$ cat src/design/psrc_defines.vh
`ifndef PSRC_DEFINES_VH
`define PSRC_DEFINES_VH
// Register addresses
`define PSRC_ADDR_SEL 16'h2072
`define PSRC_ADDR_TIM 16'h2872
`define PSRC_ADDR_PCS 16'h3072
// Select register field positions
`define PSRC_B_MREF 15
`define PSRC_B_VREF 14
`define PSRC_B_CBR 13
`define PSRC_B_CBRSR 12
`define PSRC_B_SCSI 11
`define PSRC_PAR_HI 10
`define PSRC_PAR_LO 9
`define PSRC_B_PARL 8
`define PSRC_SERA_HI 7
`define PSRC_SERA_LO 5
`define PSRC_B_SERAL 4
`define PSRC_SERB_HI 3
`define PSRC_SERB_LO 1
`define PSRC_B_SERBL 0
// Timing register field positions
`define PSRC_B_RTCL 15
`define PSRC_B_FVGA 14
`define PSRC_B_ENPCS 12
`define PSRC_B_UMSK 11
`define PSRC_LMSK_HI 10
`define PSRC_LMSK_LO 8
`define PSRC_B_PRGL 7
// Reset values
`define PSRC_RST16 16'h0000
// Chip select codes
`define PSRC_CS_SERA 5'h0E
`define PSRC_CS_PAR 5'h0F
`define PSRC_CS_SERB 5'h10
`define PSRC_CS_PROG 5'h11
`define PSRC_CS_SCSI 5'h12
`define PSRC_CS_NONE 5'h1F
// Refresh divide, slow refresh and powerdown tick divide
`define PSRC_SLOW_DIV 3'h7
// Normal refresh period of 15 us in ns, and derived cycles at 10 ns
`define PSRC_REF_NS 15000
`define PSRC_CLK_NS 10
`define PSRC_REF_CYC (`PSRC_REF_NS / `PSRC_CLK_NS)
`define PSRC_VREF_NS 15000
`define PSRC_VREF_CYC (`PSRC_VREF_NS / `PSRC_CLK_NS)
// Down-counter reload values, one refresh period minus one
`define PSRC_REF_LOAD 16'h05DB
`define PSRC_VREF_LOAD 16'h05DB
`endif

$ cat src/design/psrc_ctl.v
// Contract
// - Slow main refresh divides rate by eight
// - Full powerdown slow: refresh every eighth tick
// - Slow video refresh lengthens video period
// - CAS-before-RAS refresh selection bit
// - Self refresh holds CAS low in suspend
// - SCSI chip select 12 at 353X
// - Parallel field places chip select 0F
// - Parallel bus location bit
// - Serial A field places chip select 0E
// - Serial A bus location bit
// - Serial B field places chip select 10
// - Serial B bus location bit
// - Clock chip bus location bit; held in the timing register but drives no output
// - Fast video: one wait state 3C0-3CF
// - Programmable chip select from bits 12-7
// - Chip select output as five-bit code
`timescale 1ns/1ns
`include "psrc_defines.vh"
`default_nettype none
module psrc_ctl (
  input wire i_clk,
  input wire i_rst_n,
  input wire [15:0] i_io_addr,
  input wire [15:0] i_io_wdata,
  input wire i_io_wr,
  input wire i_io_rd,
  input wire i_full_powerdown_bit,
  input wire i_suspend,
  input wire i_powerdown_refresh_tick,
  output reg [15:0] o_io_rdata,
  output reg o_io_rd_hit,
  output reg [4:0] o_select_code_lines,
  output reg o_select_valid,
  output reg o_select_on_expansion,
  output reg o_fast_video_wait,
  output reg o_main_refresh_req,
  output reg o_video_refresh_req,
  output reg o_cas_first_refresh,
  output reg o_cas_hold_low_n
);

  // Software-visible registers
  reg [15:0] sel_reg;
  reg [15:0] tim_reg;
  reg [15:0] pcs_reg;
  // Synchronised powerdown tick and its edge history
  reg [2:0] tick_sync_reg;
  // Powerdown tick counter, wraps every eighth synchronised rise
  reg [2:0] pd_cnt_reg;
  // Main refresh period down-counter and slow-mode divider
  reg [15:0] mref_cnt_reg;
  reg [2:0] mslow_cnt_reg;
  // Video refresh period down-counter and slow-mode divider
  reg [15:0] vref_cnt_reg;
  reg [2:0] vslow_cnt_reg;
  // Synchronised control inputs
  reg [1:0] fpd_sync_reg;
  reg [1:0] susp_sync_reg;

  // Fixed serial range decode, shared by both serial ports
  // Serial ports span eight bytes, so only A9..A3 take part
  function serial_hit;
    input [2:0] code;
    input [15:0] addr;
    begin
      case (code)
        3'h1: serial_hit = (addr[9:3] == 7'h7F);
        3'h2: serial_hit = (addr[9:3] == 7'h5F);
        3'h3: serial_hit = (addr[9:3] == 7'h7D);
        3'h4: serial_hit = (addr[9:3] == 7'h5D);
        default: serial_hit = 1'b0; // Codes 101-111 give nothing
      endcase
    end
  endfunction

  // Field slices of the select and timing registers
  wire [1:0] par_code = sel_reg[`PSRC_PAR_HI:`PSRC_PAR_LO];
  wire [2:0] sera_code = sel_reg[`PSRC_SERA_HI:`PSRC_SERA_LO];
  wire [2:0] serb_code = sel_reg[`PSRC_SERB_HI:`PSRC_SERB_LO];
  wire [2:0] lmsk = tim_reg[`PSRC_LMSK_HI:`PSRC_LMSK_LO];
  // Combinational decode results
  reg par_hit;
  reg pcs_hit;
  reg [15:0] pcs_mask;
  wire sera_hit = serial_hit(sera_code, i_io_addr);
  wire serb_hit = serial_hit(serb_code, i_io_addr);
  wire scsi_hit = sel_reg[`PSRC_B_SCSI] && (i_io_addr[15:4] == 12'h353);
  wire vga_hit = (i_io_addr[9:4] == 6'h3C);
  wire io_cyc = i_io_wr | i_io_rd;

  // Parallel decode and programmable select mask
  always @*
  begin
    case (par_code)
      2'h1: par_hit = (i_io_addr[9:2] == 8'hEF);
      2'h2: par_hit = (i_io_addr[9:3] == 7'h6F);
      2'h3: par_hit = (i_io_addr[9:3] == 7'h4F);
      default: par_hit = 1'b0;
    endcase
    // Upper bits only count when enabled; low bits masked by code
    // A mask bit of zero drops that address bit from the compare
    pcs_mask = 16'h03FF;
    if (tim_reg[`PSRC_B_UMSK])
      pcs_mask = 16'hFFFF;
    case (lmsk)
      3'h1: pcs_mask = pcs_mask & 16'hFFFE;
      3'h2: pcs_mask = pcs_mask & 16'hFFFC;
      3'h3: pcs_mask = pcs_mask & 16'hFFF8;
      3'h4: pcs_mask = pcs_mask & 16'hFFF0;
      default: pcs_mask = pcs_mask;
    endcase
    pcs_hit = tim_reg[`PSRC_B_ENPCS] &&
      (((i_io_addr ^ pcs_reg) & pcs_mask) == 16'h0000);
  end

  // Register writes; all fields clear at reset
  // Only an exact 16-bit port match writes, so no alias can corrupt a field
  always @(posedge i_clk or negedge i_rst_n)
  begin
    if (!i_rst_n)
    begin
      sel_reg <= `PSRC_RST16;
      tim_reg <= `PSRC_RST16;
      pcs_reg <= `PSRC_RST16;
    end
    else if (i_io_wr)
    begin
      if (i_io_addr == `PSRC_ADDR_SEL)
        sel_reg <= i_io_wdata;
      if (i_io_addr == `PSRC_ADDR_TIM)
        tim_reg <= i_io_wdata;
      if (i_io_addr == `PSRC_ADDR_PCS)
        pcs_reg <= i_io_wdata;
    end
  end

  // Registered read data; unmapped ports return zero without a hit
  // Reads have no side effects, so a stray read strobe is harmless
  always @(posedge i_clk or negedge i_rst_n)
  begin
    if (!i_rst_n)
    begin
      o_io_rdata <= `PSRC_RST16;
      o_io_rd_hit <= 1'b0;
    end
    else
    begin
      o_io_rd_hit <= i_io_rd && ((i_io_addr == `PSRC_ADDR_SEL) ||
        (i_io_addr == `PSRC_ADDR_TIM) || (i_io_addr == `PSRC_ADDR_PCS));
      if (i_io_rd && i_io_addr == `PSRC_ADDR_SEL)
        o_io_rdata <= sel_reg;
      else if (i_io_rd && i_io_addr == `PSRC_ADDR_TIM)
        o_io_rdata <= tim_reg;
      else if (i_io_rd && i_io_addr == `PSRC_ADDR_PCS)
        o_io_rdata <= pcs_reg;
      else
        o_io_rdata <= `PSRC_RST16;
    end
  end

  // Chip select encoder, registered one cycle after the I/O address
  // The register costs a cycle of latency but keeps the select lines
  // free of decode glitches as the address settles
  always @(posedge i_clk or negedge i_rst_n)
  begin
    if (!i_rst_n)
    begin
      o_select_code_lines <= `PSRC_CS_NONE;
      o_select_valid <= 1'b0;
      o_select_on_expansion <= 1'b0;
      o_fast_video_wait <= 1'b0;
    end
    else
    begin
      o_select_valid <= io_cyc && (sera_hit | serb_hit | par_hit | scsi_hit | pcs_hit);
      o_fast_video_wait <= io_cyc && vga_hit && tim_reg[`PSRC_B_FVGA];
      // Fixed selects win over the programmable one; A wins over B on overlap
      // Without a strobe the code idles, so a parked address selects nothing
      if (!io_cyc)
      begin
        o_select_code_lines <= `PSRC_CS_NONE;
        o_select_on_expansion <= 1'b0;
      end
      else if (sera_hit)
      begin
        o_select_code_lines <= `PSRC_CS_SERA;
        o_select_on_expansion <= sel_reg[`PSRC_B_SERAL];
      end
      else if (serb_hit)
      begin
        o_select_code_lines <= `PSRC_CS_SERB;
        o_select_on_expansion <= sel_reg[`PSRC_B_SERBL];
      end
      else if (par_hit)
      begin
        o_select_code_lines <= `PSRC_CS_PAR;
        o_select_on_expansion <= sel_reg[`PSRC_B_PARL];
      end
      // SCSI has no bus location bit; it always sits on the expansion bus
      else if (scsi_hit)
      begin
        o_select_code_lines <= `PSRC_CS_SCSI;
        o_select_on_expansion <= 1'b1;
      end
      else if (pcs_hit)
      begin
        o_select_code_lines <= `PSRC_CS_PROG;
        o_select_on_expansion <= tim_reg[`PSRC_B_PRGL];
      end
      else
      begin
        o_select_code_lines <= `PSRC_CS_NONE;
        o_select_on_expansion <= 1'b0;
      end
    end
  end

  // Input synchronisers for pin-level controls and the tick
  // Two stages guard against metastability on the asynchronous pins
  always @(posedge i_clk or negedge i_rst_n)
  begin
    if (!i_rst_n)
    begin
      tick_sync_reg <= 3'h0;
      fpd_sync_reg <= 2'h0;
      susp_sync_reg <= 2'h0;
    end
    else
    begin
      tick_sync_reg <= {tick_sync_reg[1:0], i_powerdown_refresh_tick};
      fpd_sync_reg <= {fpd_sync_reg[0], i_full_powerdown_bit};
      susp_sync_reg <= {susp_sync_reg[0], i_suspend};
    end
  end

  // Edge detect reads only the second and third stages
  wire tick_rise = tick_sync_reg[1] & ~tick_sync_reg[2];
  wire full_powerdown_bit = fpd_sync_reg[1];
  wire slow_main = sel_reg[`PSRC_B_MREF];
  wire slow_video = sel_reg[`PSRC_B_VREF];
  wire mref_wrap = (mref_cnt_reg == 16'h0000);
  wire vref_wrap = (vref_cnt_reg == 16'h0000);

  // Refresh request timers; slow modes skip seven of eight periods
  always @(posedge i_clk or negedge i_rst_n)
  begin
    if (!i_rst_n)
    begin
      mref_cnt_reg <= 16'h0000;
      mslow_cnt_reg <= 3'h0;
      vref_cnt_reg <= 16'h0000;
      vslow_cnt_reg <= 3'h0;
      pd_cnt_reg <= 3'h0;
      o_main_refresh_req <= 1'b0;
      o_video_refresh_req <= 1'b0;
    end
    else
    begin
      // Timers free-run, so a mode change only takes effect at the next wrap, or at the next tick rise when main refresh goes tick-paced
      mref_cnt_reg <= mref_wrap ? `PSRC_REF_LOAD : mref_cnt_reg - 16'h0001;
      vref_cnt_reg <= vref_wrap ? `PSRC_VREF_LOAD : vref_cnt_reg - 16'h0001;
      if (mref_wrap)
        mslow_cnt_reg <= mslow_cnt_reg + 3'h1;
      if (vref_wrap)
        vslow_cnt_reg <= vslow_cnt_reg + 3'h1;
      if (tick_rise)
        pd_cnt_reg <= pd_cnt_reg + 3'h1;
      // Full powerdown with slow main refresh paces main refresh from the slow external tick
      if (full_powerdown_bit && slow_main)
        o_main_refresh_req <= tick_rise && (pd_cnt_reg == `PSRC_SLOW_DIV);
      else if (slow_main)
        o_main_refresh_req <= mref_wrap && (mslow_cnt_reg == `PSRC_SLOW_DIV);
      else
        o_main_refresh_req <= mref_wrap;
      // Video refresh ignores the tick and follows its own timer
      if (slow_video)
        o_video_refresh_req <= vref_wrap && (vslow_cnt_reg == `PSRC_SLOW_DIV);
      else
        o_video_refresh_req <= vref_wrap;
    end
  end

  // Refresh style and self-refresh CAS hold
  // Registered so CAS does not glitch while suspend settles
  always @(posedge i_clk or negedge i_rst_n)
  begin
    if (!i_rst_n)
    begin
      o_cas_first_refresh <= 1'b0;
      o_cas_hold_low_n <= 1'b1;
    end
    else
    begin
      o_cas_first_refresh <= sel_reg[`PSRC_B_CBR];
      o_cas_hold_low_n <= ~(sel_reg[`PSRC_B_CBRSR] & susp_sync_reg[1]);
    end
  end

  // Clock chip placement is a static level from the register
  // No clock chip select is decoded in this block; the level drives no
  // output port, so no bus steering outside it can use it
  wire rtc_on_expansion = tim_reg[`PSRC_B_RTCL];
  wire unused_ok = rtc_on_expansion;

endmodule // psrc_ctl
`default_nettype wire

$ cat config.mk
export PLATFORM = sky130hd
export DESIGN_NAME = psrc_ctl
export DESIGN_NICKNAME = d
export VERILOG_FILES = /design/src/design/psrc_ctl.v
export VERILOG_INCLUDE_DIRS = /design/src /design/src/design
export SDC_FILE = /design/constraint.sdc
export NUM_CORES = 1
export LEC_CHECK = 0
export BUFFER_PORTS_ARGS = -buffer_cell sky130_fd_sc_hd__buf_4
export CAP_MARGIN = 15
export CORE_MARGIN = 8
export CORE_UTILIZATION = 40
export CTS_CLUSTER_SIZE = 30
export DETAILED_ROUTE_END_ITERATION = 16
export GPL_ROUTABILITY_DRIVEN = 0
export SYNTH_ARGS = -nofsm -noshare
export SYNTH_HDL_FRONTEND = slang
export SYNTH_SLANG_ARGS = --single-unit
$ cat constraint.sdc
create_clock -name i_clk -period 2.9 [get_ports i_clk]
set_input_delay 0 -clock i_clk [delete_from_list [all_inputs] [get_ports i_clk]]
set_output_delay 0 -clock i_clk [all_outputs]
set_load 0.1 [all_outputs]
---- Word level (Yosys, flattened, before mapping) ----
Index checks and enable logic that the tools add are counted.
storage, ports and cells
  input bits .............................. 39
  output and inout port bits .............. 29
  word-level logic and storage cells ...... 113
  flip-flop bits (word level) ............. 125
operators by class
  reductions and logical operators ........ 21
  equal/unequal tests ..................... 30
  bitwise logic cells ..................... 11
  $add $sub $neg .......................... 5
  multiplexer cells ....................... 25
operators with widths
  cell                   count
  $mux 16                6
  $eq 16x14->1 const B   3
  $logic_not 16->1       3
  $eq 7x7->1 const B     6
  $sub 16x1->16 const B  2
  $mux 5                 4
  $eq 3x2->1 const B     6
  $eq 3x3->1 const B     6
  $and 16x16->16         1
  $pmux 4 s4             1
  $xor 16x16->16         1
  $logic_and 1x1->1      13
  $eq 12x10->1 const B   1
  $add 3x1->3 const B    3
  $eq 3x1->1 const B     3
  $mux 1                 9
  $eq 8x8->1 const B     1
  $mux 4                 2
  $pmux 1 s4             2
  $eq 6x6->1 const B     1
  $reduce_and 2->1       3
  $or 1x1->1             5
  $eq 2x2->1 const B     2
  $pmux 1 s3             1
  4 further kinds        7

---- Logic depth before layout (Yosys ltp) ----
  depth in word-level cells ............... 11
  gate-level depth with buffers ........... 7
  gate-level depth less buffers ........... 6

---- Worst setup path after synthesis ----
Ideal clock, no wire load.
  path type ............................... reg2reg
  start ................................... reg vref_cnt_reg[3]
  end ..................................... reg vref_cnt_reg[15]
  clock period less this slack ............ 2.192 ns
  slack ................................... 0.708 ns
  data required time ...................... 2.772 ns
  path buffers ............................ 0
  library setup time ...................... 0.128 ns
  data arrival time ....................... 2.065 ns
  stages on the path, launching flop included .. 6
  cell sequence ........................... dfrtp_1 or3_4 or4_4 or3b_4 nor3_2 mux2_1
on the way
  word-level cells in the longest chain between the ends .. 2
  elaborated cells between the ends (all ways) .. 3
  classes of those cells .................. add/sub (1); mux (1); reduce/logical (1)
ends and longest elaborated chain
  item                                               line                            source
  start: declaration                                 psrc_ctl.v:55                   reg [15:0] vref_cnt_reg;
  start signal: assignment                           psrc_ctl.v:262                  vref_cnt_reg <= vref_wrap ? `PSRC_VREF_LOAD : vref_cnt_reg - 16'h0001;
  $sub 16x1->16 or $logic_not 16->1 (tied branches)  psrc_ctl.v:262, psrc_ctl.v:243
  $mux 16 *                                          psrc_ctl.v:262
Every way passes the cells marked *; elsewhere a longest branch is shown, timed or not.
A chain may end at the register's enable or synchronous reset.

---- Final worst setup path ----
  start ................................... in i_io_addr[9]
  end ..................................... reg tim_reg[10]
on the way
  word-level cells in the longest chain between the ends .. 2
ends and longest elaborated chain
  item                               line            source
  start: declaration                 psrc_ctl.v:24   input wire [15:0] i_io_addr,
  $eq 16x14->1 (no source line)      n/a
  $reduce_and 2->1 (no source line)  n/a
  end signal: assignment             psrc_ctl.v:124  tim_reg <= `PSRC_RST16;
  end signal: assignment             psrc_ctl.v:132  tim_reg <= i_io_wdata;
  end: declaration                   psrc_ctl.v:45   reg [15:0] tim_reg;
Every way passes these cells.

==> impl_metrics.py <==
metrics = {
    "run_status": {
        "outcome": "finished, final reports clean",
    },
    "sta": {
        "skew_ns": 0.00604,
        "tightest_slew_ns": 0.819,
        "rsz0062_at_grt": "false",
        "layout_min_cycle_time_ns": 2.40,
        "final.period_utilization_pct": 82.9,
        "clock.fmax_mhz": 416,
        "hold_violations": 0,
        "drv_slew": 0,
        "max_slew_margin_pct": 45.3,
        "setup_violations": 0,
        "finalSetupTns_ns": 0,
    },
    "global_route": {
        "grt_max_degree": 68,
        "overflow": 0,
        "track_usage_pct": 14.8,
        "antenna_found_initial": 0,
        "grt_pass1_vias": 4040,
        "grt_pass1_wl_mm": 20.8,
    },
    "setup_path": {
        "critPathArrivalTime_ns": 2.70,
        "path_cells": "dlygate4sd3_1 -> buf_4 -> nor4b_1 -> nand2_1 -> nor3_1 -> nand2_1 -> mux2_2",
        "required_ns": 3.20,
        "end_kind": "register",
        "path_delay_family": "simple AND/OR/NAND/NOR gates",
        "critPathMaxFanout": 16,
        "crit_buf_inv": 2,
        "cp_slowest_cell": "nand2_1",
        "start_kind": "input pin",
        "path_depth": 7,
        "critPathMostFrequentCell": "nand2_1",
        "cp_slowest_stage_delay_ns": 0.56,
        "rr_worst_depth": 5,
        "worst-setup-path-type": "input pin to register",
    },
    "floorplanning": {
        "dieHeight_um": 134,
        "ioPinCount": 68,
        "initial_utilization_pct": 40.5,
        "dieArea_um2": 18000,
        "die_w_um": 134,
        "rows": 43,
        "core_area_um2": 13800,
    },
    "placed_design": {
        "io_buffers": 67,
        "dp_hpwl_mm": 8.74,
    },
    "worst_hold_path": {
        "hold_depth": 2,
        "hold_class": "input pin to register",
    },
    "logic_synthesis": {
        "synth_area_per_cell_um2": 11.7,
        "ys.flop_type": "dfrtp_1",
        "synth_fp_nets": 522,
        "synthCells": 475,
        "synth_edf_count": 0,
        "async_flop_share_pct": 100,
        "syn_area_um2": 5570,
        "synth_cell_types": 52,
        "synth-seq-cells": 124,
        "ys_warn_count": 0,
        "yosysSeqAreaShare_pct": 55.8,
    },
    "detailed_routing": {
        "viasPerCell": 5.04,
        "firstDrtPassIters": 4,
        "first_iter_violations": 283,
        "vias": 3898,
        "final_antenna_net_count": 0,
        "routedWlPerCell_um": 16.4,
        "wirelength_mm": 12.7,
        "drc": 0,
    },
    "cells_and_area": {
        "antenna_cells": 0,
        "final_util_pct": 52.4,
        "area_delta_synth_final_pct": 29.4,
        "fin_nets": 627,
        "layout-drive-gt1-share_pct": 29.0,
    },
    "power": {
        "ir_worst_vdd_v": 0.000385,
        "p_leak_nw": 3.34,
        "power_density_nw_per_um2": 588,
    },
    "clock_network": {
        "hold_buffers": 29,
        "worst_skew_pair.late_latency_ns": 0.42,
        "cts_max_path_buffers": 2,
        "cts.sinks": 124,
        "cts_tree": "done",
        "post_cts_buffers": 0,
        "cts_made_buffers": 17,
        "cts_resized": 0,
        "htreeDepth": 4,
        "path_clk_slew_ns": 0.05,
        "root_buffer": "clkbuf_16",
    },
    "flow_run": {
        "max-cap-violations": 0,
    },
}
-- cells in the mapped netlist, types with 4 or more instances --
master	count	area (µm²)
dfrtp_1	119	2980
mux2_2	55	619
nor2_1	53	199
xnor2_1	28	245
a21oi_1	27	135
nand2_1	24	90.1
mux2i_1	18	180
nor3_1	13	65.1
inv_1	12	45.0
xor2_1	10	87.6
clkbuf_1	9	33.8
ha_1	8	100
nand2b_1	8	50.1
nand3_1	7	35.0
nor2b_1	7	43.8
nor4_1	7	43.8
o21ai_0	7	35.0
dfstp_2	5	131
nand4_1	5	31.3
nor4b_1	4	35.0
or3_1	4	25.0
-- where the power goes --
part | switching [mW] | internal, mW
Clock | 0.794 | 1.46
Combinational | 0.109 | 0.104
Sequential | 0.0143 | 1.76
-- final timing paths --
path | slack (ns) | start | to
worst max-delay path | 0.50 | i_io_addr[9] | tim_reg[10]
worst min-delay path | 0.06 | i_io_addr[12] | o_io_rd_hit
worst max register to register | 0.62 | vref_cnt_reg[3] | vref_cnt_reg[15]
worst min register to register | 0.35 | tick_sync_reg[0] | tick_sync_reg[1]
max in group asynchronous | 1.89 | i_rst_n | mref_cnt_reg[2]
min in group asynchronous | 0.19 | i_rst_n | o_select_valid
-- layer usage --
metal  up-vias  wire length (µm)  part of all wire [%]  GRT usage [%]
li1       1877                 -                     -              -
met1      1903              5470                    43           17.8
met2        96              6180                    49           24.3
met3        22               795                   6.3           4.34
met4         0               225                   1.8           6.43
met5         -                 0                     0              0
-- kinds of logic after synthesis --
| group | Yosys count | share of synthesized area (%) |
|---|---|---|
| buf+inv | 27 | 1.93 |
| xor+xnor | 38 | 5.97 |
| compound gates | 51 | 5.48 |
| simple gates | 153 | 14.5 |
| fa+ha+maj | 8 | 1.80 |
| mux | 74 | 14.5 |
| flops | 124 | 55.8 |
-- cell usage in the layout (no fill, tap or decap), types with 4 or more instances in the layout --
cell,netlist,routed
bufinv_16,0,4
o21ai_0,7,7
or3_1,4,4
xor2_1,10,10
nor2_1,53,53
dlygate4sd3_1,0,29
mux2_2,55,55
nand2b_1,8,8
nand2_1,24,24
buf_4,1,71
nand3_1,7,7
nor3_1,13,13
xnor2_1,28,28
dfstp_2,5,5
nor4b_1,4,4
nand4_1,5,5
nor4_1,7,7
nor2b_1,7,7
mux2i_1,18,18
inv_1,12,12
a21oi_1,27,27
dfrtp_1,119,119
ha_1,8,8
clkbuf_16,0,17
-- layout make-up --
cell class | instances | area, µm²
Clock buffer | 18 | 439
Clock inverter | 14 | 193
Fill cell | 1247 | 6560
Inverter | 12 | 45.0
Multi-Input combinational cell | 324 | 2360
Sequential cell | 124 | 3110
Tap cell | 180 | 225
Timing Repair Buffer | 101 | 843
-- through the flow --
step	hold WS (ns)	area, µm²	cells	setup WS [ns]	power [mW]
6_report	0.0625	7210	773	0.496	4.24
5_1_grt	0.0659	7210	773	0.336	4.38
4_1_cts	0.0490	7210	773	0.490	4.29
3_5_place_dp	0.111	6290	712	0.615	1.99
3_3_place_gp	0.109	6290	712	0.672	1.99
2_1_floorplan	-0.296	5570	475	0.708	1.88
(Power assumes the default switching activity.)
